[config.mk]
export PLATFORM = sky130hd
export DESIGN_NAME = lsd_top
export DESIGN_NICKNAME = d
export VERILOG_FILES = /design/src/verilog/lsd_pkg.sv /design/src/verilog/lsd_top.sv
export VERILOG_INCLUDE_DIRS = /design/src /design/src/verilog
export SDC_FILE = /design/constraint.sdc
export NUM_CORES = 1
export LEC_CHECK = 0
export BUFFER_PORTS_ARGS = -buffer_cell sky130_fd_sc_hd__clkbuf_2
export CORE_AREA = 2 2 82 84
export DETAILED_ROUTE_END_ITERATION = 6
export DIE_AREA = 0 0 84 86
export PLACE_DENSITY = 0.84
export SYNTH_ARGS = -nofsm -noshare
export SYNTH_HDL_FRONTEND = slang
export SYNTH_SLANG_ARGS = --single-unit
[constraint.sdc]
create_clock -name core_clk -period 2 [get_ports core_clk]
set_input_delay 0.1 -clock core_clk [delete_from_list [all_inputs] [get_ports core_clk]]
set_output_delay 0.1 -clock core_clk [all_outputs]
set_load 0.05 [all_outputs]
[src/verilog/lsd_params.svh]
`ifndef LSD_PARAMS_SVH
`define LSD_PARAMS_SVH

// ****************************************
// configuration port
// ****************************************
`define LSD_IO_INDEX_PORT 16'h0022
`define LSD_IO_DATA_PORT 16'h0023
`define LSD_IDX_SHADOW_D 8'h26
`define LSD_IDX_SHADOW_E 8'h27
`define LSD_IDX_SHADOW_F 8'h28
`define LSD_IDX_VIDEO 8'h29
`define LSD_UNMAPPED_DATA 8'hFF

// ****************************************
// reset values
// ****************************************
`define LSD_RST_SHADOW 8'h00
`define LSD_RST_VIDEO 8'h03
`define LSD_RST_INDEX 8'h00

// ****************************************
// writable masks
// ****************************************
`define LSD_MASK_SHADOW_F 8'hE3
`define LSD_MASK_VIDEO 8'h3F

// ****************************************
// shadow f / smram fields
// ****************************************
`define LSD_F_SMRAM_SEL 7
`define LSD_F_CACHE_F 6
`define LSD_F_CACHE_C 5
`define LSD_F_RD_SHADOW 1
`define LSD_F_WR_SHADOW 0

// ****************************************
// video decode fields
// ****************************************
`define LSD_V_GCLK_STOP 5
`define LSD_V_PCLK_STOP 4
`define LSD_V_DCLK_STOP 3
`define LSD_V_PAL_SNOOP 2
`define LSD_V_VGA_EN 1
`define LSD_V_MOBO_MAP 0

// ****************************************
// address map, 16k granules
// ****************************************
`define LSD_ADDR_W 32
`define LSD_BLK_HI 31
`define LSD_BLK_LO 14
`define LSD_BLK_W 18
`define LSD_BLK_VGA_LO 18'h00028
`define LSD_BLK_VGA_HI 18'h0002F
`define LSD_BLK_C_LO 18'h00030
`define LSD_BLK_C_HI 18'h00031
`define LSD_BLK_D_LO 18'h00034
`define LSD_BLK_D_HI 18'h00037
`define LSD_BLK_E_LO 18'h00038
`define LSD_BLK_E_HI 18'h0003B
`define LSD_BLK_F_LO 18'h0003C
`define LSD_BLK_F_HI 18'h0003F
`define LSD_SUB_HI 15
`define LSD_SUB_LO 14

`endif

[src/verilog/lsd_pkg.sv]
package lsd_pkg;

    `include "lsd_params.svh"

    typedef logic [7:0] lsd_byte_t;
    typedef logic [`LSD_ADDR_W-1:0] lsd_addr_t;

    typedef enum logic [4:0] {
        LSD_DST_NONE = 5'b00001,
        LSD_DST_SYSMEM = 5'b00010,
        LSD_DST_EXPANSION = 5'b00100,
        LSD_DST_SMRAM = 5'b01000,
        LSD_DST_VGA_FB = 5'b10000
    } lsd_dest_e;

    typedef struct packed {
        lsd_byte_t index_reg;
        lsd_byte_t shadow_d_reg;
        lsd_byte_t shadow_e_reg;
        lsd_byte_t shadow_f_reg;
        lsd_byte_t video_decode_reg;
        lsd_byte_t io_rdata_reg;
        logic io_rd_ack_reg;
        logic dec_valid_reg;
        logic route_sysmem_reg;
        logic route_expansion_reg;
        logic route_smram_reg;
        logic route_vga_fb_reg;
        logic cacheable_reg;
        logic rom_chip_select_n_reg;
        logic pal_update_reg;
        logic pal_to_pci_reg;
    } lsd_state_s;

endpackage

[src/verilog/lsd_top.sv]
`timescale 1ns/1ps
`include "lsd_params.svh"
module lsd_top (
    // clock and reset
    input wire logic core_clk,
    input wire logic reset,
    // configuration i/o port
    input wire logic io_wr,
    input wire logic io_rd,
    input wire logic [15:0] io_addr,
    input wire lsd_pkg::lsd_byte_t io_wdata,
    output logic [7:0] io_rdata,
    output logic io_rd_ack,
    // host memory cycle
    input wire logic mem_valid,
    input wire logic mem_write,
    input wire lsd_pkg::lsd_addr_t mem_addr,
    input wire logic smm_active,
    input wire logic c_seg_shadowed,
    input wire logic pal_write,
    // decode result
    output logic dec_valid,
    output logic route_sysmem,
    output logic route_expansion,
    output logic route_smram,
    output logic route_vga_fb,
    output logic cacheable,
    output logic rom_chip_select_n,
    output logic pal_update,
    output logic pal_to_pci,
    // video control
    output logic vga_enable,
    output logic vga_motherboard,
    output logic palette_snoop,
    output logic gclk_stop,
    output logic pclk_stop,
    output logic dclk_stop
);
    import lsd_pkg::*;

    // ****************************************
    // state
    // ****************************************
    localparam lsd_state_s RST_STATE = '{
        index_reg: `LSD_RST_INDEX,
        shadow_d_reg: `LSD_RST_SHADOW,
        shadow_e_reg: `LSD_RST_SHADOW,
        shadow_f_reg: `LSD_RST_SHADOW,
        video_decode_reg: `LSD_RST_VIDEO,
        io_rdata_reg: 8'h00,
        io_rd_ack_reg: 1'b0,
        dec_valid_reg: 1'b0,
        route_sysmem_reg: 1'b0,
        route_expansion_reg: 1'b0,
        route_smram_reg: 1'b0,
        route_vga_fb_reg: 1'b0,
        cacheable_reg: 1'b0,
        rom_chip_select_n_reg: 1'b1,
        pal_update_reg: 1'b0,
        pal_to_pci_reg: 1'b0
    };

    lsd_state_s state_reg;
    lsd_state_s state_next;

    // address class of the host cycle
    logic [`LSD_BLK_W-1:0] blk;
    logic [1:0] sub;
    logic in_vga;
    logic in_c_lo;
    logic in_d;
    logic in_e;
    logic in_f;

    // shadow attributes of the addressed block
    logic [7:0] seg_reg;
    logic rd_bit;
    logic wr_bit;
    logic shadowed;
    logic dir_shadow;

    // register read data and cycle destination
    logic [7:0] sel_data;
    lsd_dest_e dest;

    // ****************************************
    // address classification
    // ****************************************
    always_comb begin
        // block index counts 16k granules
        blk = mem_addr[`LSD_BLK_HI:`LSD_BLK_LO];
        sub = mem_addr[`LSD_SUB_HI:`LSD_SUB_LO];
        in_vga = (blk >= `LSD_BLK_VGA_LO) && (blk <= `LSD_BLK_VGA_HI);
        in_c_lo = (blk >= `LSD_BLK_C_LO) && (blk <= `LSD_BLK_C_HI);
        in_d = (blk >= `LSD_BLK_D_LO) && (blk <= `LSD_BLK_D_HI);
        in_e = (blk >= `LSD_BLK_E_LO) && (blk <= `LSD_BLK_E_HI);
        in_f = (blk >= `LSD_BLK_F_LO) && (blk <= `LSD_BLK_F_HI);
    end

    // ****************************************
    // shadow bit selection
    // ****************************************
    always_comb begin
        seg_reg = 8'h00;
        rd_bit = 1'b0;
        wr_bit = 1'b0;
        if (in_d) begin
            seg_reg = state_reg.shadow_d_reg;
        end else if (in_e) begin
            seg_reg = state_reg.shadow_e_reg;
        end
        if (in_d || in_e) begin
            // pair per 16k block, highest block in bits 7/6
            rd_bit = seg_reg[{sub, 1'b1}];
            wr_bit = seg_reg[{sub, 1'b0}];
        end else if (in_f) begin
            rd_bit = state_reg.shadow_f_reg[`LSD_F_RD_SHADOW];
            wr_bit = state_reg.shadow_f_reg[`LSD_F_WR_SHADOW];
        end
        dir_shadow = mem_write ? wr_bit : rd_bit;
        shadowed = rd_bit || wr_bit;
    end

    // ****************************************
    // destination select
    // ****************************************
    always_comb begin
        dest = LSD_DST_NONE;
        if (in_vga) begin
            // smram sits in system memory behind this window
            if (state_reg.shadow_f_reg[`LSD_F_SMRAM_SEL] || smm_active) begin
                dest = LSD_DST_SMRAM;
            end else begin
                dest = LSD_DST_VGA_FB;
            end
        end else if (in_d || in_e || in_f) begin
            if (dir_shadow) begin
                dest = LSD_DST_SYSMEM;
            end else begin
                dest = LSD_DST_EXPANSION;
            end
        end
    end

    // ****************************************
    // register read mux
    // ****************************************
    always_comb begin
        // unmapped indices read as all ones
        sel_data = `LSD_UNMAPPED_DATA;
        if (state_reg.index_reg == `LSD_IDX_SHADOW_D) begin
            sel_data = state_reg.shadow_d_reg;
        end else if (state_reg.index_reg == `LSD_IDX_SHADOW_E) begin
            sel_data = state_reg.shadow_e_reg;
        end else if (state_reg.index_reg == `LSD_IDX_SHADOW_F) begin
            sel_data = state_reg.shadow_f_reg;
        end else if (state_reg.index_reg == `LSD_IDX_VIDEO) begin
            sel_data = state_reg.video_decode_reg;
        end
    end

    // ****************************************
    // next state
    // ****************************************
    always_comb begin
        state_next = state_reg;
        state_next.io_rd_ack_reg = 1'b0;
        state_next.dec_valid_reg = 1'b0;
        state_next.pal_update_reg = 1'b0;
        state_next.pal_to_pci_reg = 1'b0;

        // ****************************************
        // index then data access
        // ****************************************
        if (io_wr) begin
            if (io_addr == `LSD_IO_INDEX_PORT) begin
                state_next.index_reg = io_wdata;
            end else if (io_addr == `LSD_IO_DATA_PORT) begin
                if (state_reg.index_reg == `LSD_IDX_SHADOW_D) begin
                    state_next.shadow_d_reg = io_wdata;
                end else if (state_reg.index_reg == `LSD_IDX_SHADOW_E) begin
                    state_next.shadow_e_reg = io_wdata;
                end else if (state_reg.index_reg == `LSD_IDX_SHADOW_F) begin
                    // reserved bits 4-2 stay zero
                    state_next.shadow_f_reg = io_wdata & `LSD_MASK_SHADOW_F;
                end else if (state_reg.index_reg == `LSD_IDX_VIDEO) begin
                    state_next.video_decode_reg = io_wdata & `LSD_MASK_VIDEO;
                end
            end
        end

        if (io_rd) begin
            state_next.io_rd_ack_reg = 1'b1;
            if (io_addr == `LSD_IO_INDEX_PORT) begin
                state_next.io_rdata_reg = state_reg.index_reg;
            end else if (io_addr == `LSD_IO_DATA_PORT) begin
                state_next.io_rdata_reg = sel_data;
            end else begin
                state_next.io_rdata_reg = `LSD_UNMAPPED_DATA;
            end
        end

        // ****************************************
        // memory cycle decode, one cycle latency
        // ****************************************
        if (mem_valid) begin
            state_next.dec_valid_reg = 1'b1;
            state_next.cacheable_reg = 1'b0;
            state_next.rom_chip_select_n_reg = 1'b1;
            // smram is reached over the memory path as well
            state_next.route_sysmem_reg = (dest == LSD_DST_SYSMEM) ||
                (dest == LSD_DST_SMRAM);
            state_next.route_expansion_reg = dest == LSD_DST_EXPANSION;
            state_next.route_smram_reg = dest == LSD_DST_SMRAM;
            state_next.route_vga_fb_reg = dest == LSD_DST_VGA_FB;
            if (in_vga) begin
                state_next.cacheable_reg = 1'b0;
            end else if (in_f) begin
                state_next.cacheable_reg = shadowed &&
                    state_reg.shadow_f_reg[`LSD_F_CACHE_F];
                // bios rom selected where f reads are not shadowed
                state_next.rom_chip_select_n_reg = mem_write || rd_bit;
            end else if (in_d || in_e) begin
                state_next.cacheable_reg = 1'b0;
            end else if (in_c_lo) begin
                state_next.cacheable_reg = c_seg_shadowed &&
                    state_reg.shadow_f_reg[`LSD_F_CACHE_C];
            end
        end

        // ****************************************
        // palette write handling
        // ****************************************
        // update always, pci copy only while snooping
        if (pal_write) begin
            state_next.pal_update_reg = 1'b1;
            state_next.pal_to_pci_reg =
                state_reg.video_decode_reg[`LSD_V_PAL_SNOOP];
        end
    end

    // ****************************************
    // registers
    // ****************************************
    always_ff @(posedge core_clk or posedge reset) begin
        if (reset) begin
            state_reg <= RST_STATE;
        end else begin
            state_reg <= state_next;
        end
    end

    // ****************************************
    // outputs
    // ****************************************
    always_comb begin
        // configuration port
        io_rdata = state_reg.io_rdata_reg;
        io_rd_ack = state_reg.io_rd_ack_reg;

        // decode result; routes held until the next host cycle, dec_valid and palette strobes one cycle only
        dec_valid = state_reg.dec_valid_reg;
        route_sysmem = state_reg.route_sysmem_reg;
        route_expansion = state_reg.route_expansion_reg;
        route_smram = state_reg.route_smram_reg;
        route_vga_fb = state_reg.route_vga_fb_reg;
        cacheable = state_reg.cacheable_reg;
        rom_chip_select_n = state_reg.rom_chip_select_n_reg;
        pal_update = state_reg.pal_update_reg;
        pal_to_pci = state_reg.pal_to_pci_reg;

        // video control, straight register bits
        vga_enable = state_reg.video_decode_reg[`LSD_V_VGA_EN];
        vga_motherboard = state_reg.video_decode_reg[`LSD_V_MOBO_MAP];
        palette_snoop = state_reg.video_decode_reg[`LSD_V_PAL_SNOOP];
        gclk_stop = state_reg.video_decode_reg[`LSD_V_GCLK_STOP];
        pclk_stop = state_reg.video_decode_reg[`LSD_V_PCLK_STOP];
        dclk_stop = state_reg.video_decode_reg[`LSD_V_DCLK_STOP];
    end

endmodule

==> metrics.txt <==
result of the run=finished, violations left; violations in the final reports=setup timing; Synth area leader=sky130_fd_sc_hd__dfrtp_1; Placeable Area=approximately 6300 um2; Commonest cells post-synth=sky130_fd_sc_hd__dfrtp_1 (50), sky130_fd_sc_hd__mux2_2 (41), sky130_fd_sc_hd__inv_1 (15), sky130_fd_sc_hd__a21oi_1 (14), sky130_fd_sc_hd__nor2_1 (14); critical path's slowest cell=sky130_fd_sc_hd__or4b_4; count of distinct cell types in the synthesized netlist=52; Total Die Area=between 7000 and 8000 um2; share of the synthesized area in the top cell type=0.439; Arr. time, crit path=2.37 ns; EDFF count, synth=0; HPWL after detailed placement=5240 um; Clk Latency, worst-skew pair=0.30 ns; sequential power share=0.575; final weighted congestion in routability-driven placement=0.859; die width=84 um; CTS tree=done; Net Sw Frac=0.256; highest clock frequency the design can meet=461 MHz; required time of the critical path=2.20 ns; Post-Synthesis Mean Instance Area=11.4 um2; fraction of final layout cells with drive strength greater than 1=0.497; final cell count without fillers=425; GR Util All Layers=0.201; Top Family by Delay on Critical Path=simple AND/OR/NAND/NOR gates; clock tree skew after final layout=0.00604 ns; CTS root buffer=sky130_fd_sc_hd__clkbuf_8; initial core utilization=0.454; aggregate routed wire length=7110 um; Port Buffers=74; sort of element at the end of the critical path=register; Detail Route Antenna Nets=0; top post-synthesis cells by area=sky130_fd_sc_hd__dfrtp_1 (44%), sky130_fd_sc_hd__mux2_2 (16%), sky130_fd_sc_hd__mux2i_1 (2.8%); combined flip-flop and latch cell area=1330 um2; number of placed instances with taps included=411; switching power=0.484 mW; pin count of the biggest net entering global routing=28; share of the cycle needed by the critical path after routing=1.08; Final Hold Viols=0; DR iter-0 viols=152; type of the tightest min-delay check=in2reg; fill cell count=521; routed via count divided by cell count=roughly 5.7; WS Path Type=reg2reg; reported max-cap violation count=0; htree depth=2; total via count in the routed design=2428; startpoint kind of the worst setup timing path=register; multi-input gate area in the final layout=1410 um2; total CTS buffers=5; Nets=between 400 and 500; final-report max-slew violation count=0; via count of the first global-routing pass=2437; most frequent cell after synthesis=sky130_fd_sc_hd__dfrtp_1; Peak supply drop=about 0.00034 V; maximum fanout encountered on the critical timing path=4; setup repair after global routing missed its margin=yes; number of ports placed on the die boundary=89; number of DRC violations after detailed routing=0; gr ovfl total=0; initial antenna violation count=0; # clock sinks=53; number of flip-flops under the largest register name=29; Detailed Routing Iterations Pass 1=4; Row Count=29; Main synth FF type=sky130_fd_sc_hd__dfrtp_1; Antenna Cells=0; Clock transition at path regs=about 0.10 ns; cells traversed along the worst timing path=or4b_4 -> nor4b_4 -> buf_4 -> buf_4 -> a22oi_1 -> a21oi_1 -> a21oi_1 -> mux2_2; detailed-route wire length per cell=16.7 um; internal power=1.40 mW; Largest stage delay, worst path=0.58 ns; Synth Instances=~250; number of synthesis warnings=0; Async S/R FF share, synth=1.00; fraction of the yosys area taken by sequential cells=0.467; number of buffers and inverters on the critical path=2; proportion of power drawn by combinational gates=0.112; static leakage=1.69 nW; final standard cell utilization of the core=0.576; Cell Area, Placed=3420 um2; final non-filler cell area=3610 um2; buffer depth of the longest clock path=2; vertical die dimension=86 um; synthesized area=2850 um2; first-pass GRT wire length=11800 um; final critical path time including I/O delays and setup=2.17 ns; setup violation total in the final timing report=20; final worst slack=-0.167 ns; share of total power in the clock network=0.313; net count after synthesis=approximately 310; Max-slew headroom=0.628; power density over cell area=522 nW/um2; #FFs+latches synth=53; Worst-Margin Slew=0.558 ns; Hold Slack=a little over 0.05 ns; Layout Area Growth over Synthesis=26.8%
==> cell type report <==
class / instances / share of cell area
inverters: 15 / 0.0156
flip-flops and latches: 53 / 0.368
clock inverters: 2 / 0.00277
repair buffers: 106 / 0.176
well taps: 77 / 0.0267
clock buffers: 6 / 0.0201
multi-input cells: 166 / 0.391
==> routing by layer <==
metal,share of wire,vias to the layer above,GRT usage
met3,0.044,23,0.0337
met1,0.41,1199,0.256
li1,-,1131,-
met4,0.025,0,0.0601
met2,0.52,75,0.354
met5,0,-,0
==> per-stage QoR <==
stage	power (mW)	setup TNS (ns)	setup slack, ns
after floorplan	1.21	-2.39	-0.106
after global placement	1.31	-0.615	-0.0703
after detailed placement	1.32	-1.85	-0.129
after CTS	1.89	-2.94	-0.137
after global routing	1.96	-4.89	-0.272
final	1.89	-2.35	-0.167
==> path summary, 6_finish.rpt <==
kind | depth (start not counted) | slack (ns) | from | to
max | 8 | -0.17 | state_reg[54]$_DFFE_PP0P_ | io_rdata[1]$_DFFE_PP0P_
min | 1 | 0.05 | mem_valid | dec_valid$_DFF_PP0_
max reg2reg | 8 | -0.17 | state_reg[54]$_DFFE_PP0P_ | io_rdata[1]$_DFFE_PP0P_
min reg2reg | 1 | 0.52 | io_rdata[5]$_DFFE_PP0P_ | io_rdata[5]$_DFFE_PP0P_
max in group asynchronous | 4 | 1.01 | reset | state_reg[36]$_DFFE_PP0P_
min in group asynchronous | 3 | 0.39 | reset | state_reg[32]$_DFFE_PP0P_
==> placed cells by master (no fill, tap or decap), drive strengths merged, types with 6 or more instances in the layout <==
cell	count
clkbuf	80
dfrtp	50
mux2	42
buf	30
inv	15
nor2	15
a21oi	14
mux2i	8
o21ai	7
nor4	7
nand4	6
nand2	6
nor3	6
==> power groups by stage <==
| stage | combinational (mW) | sequential [mW] | clock (mW) |
|---|---|---|---|
| floorplan | 0.0897 | 1.12 | 0 |
| global route | 0.232 | 1.09 | 0.637 |
| detailed placement | 0.208 | 1.11 | 0 |
| CTS | 0.213 | 1.09 | 0.593 |
| finish | 0.211 | 1.09 | 0.591 |
| global placement | 0.203 | 1.11 | 0 |
==> cells by family after synthesis <==
| kind of cell | synth area share |
|---|---|
| DFF | 0.467 |
| buffers and inverters | 0.0531 |
| AOI/OAI and AO/OA | 0.124 |
| and+or+nand+nor | 0.158 |
| xor gates and xnor gates | 0.00307 |
| muxes | 0.195 |
==> what timing repair did <==
action                                  CTS  global route
endpoints found under the hold margin    23             0
endpoints found under the setup margin   33            35
pin swaps                                 4             7
gates resized for setup                   7             8
hold buffers                              2             0
setup buffers                             3             1
Power figures use the tool's default switching activity.
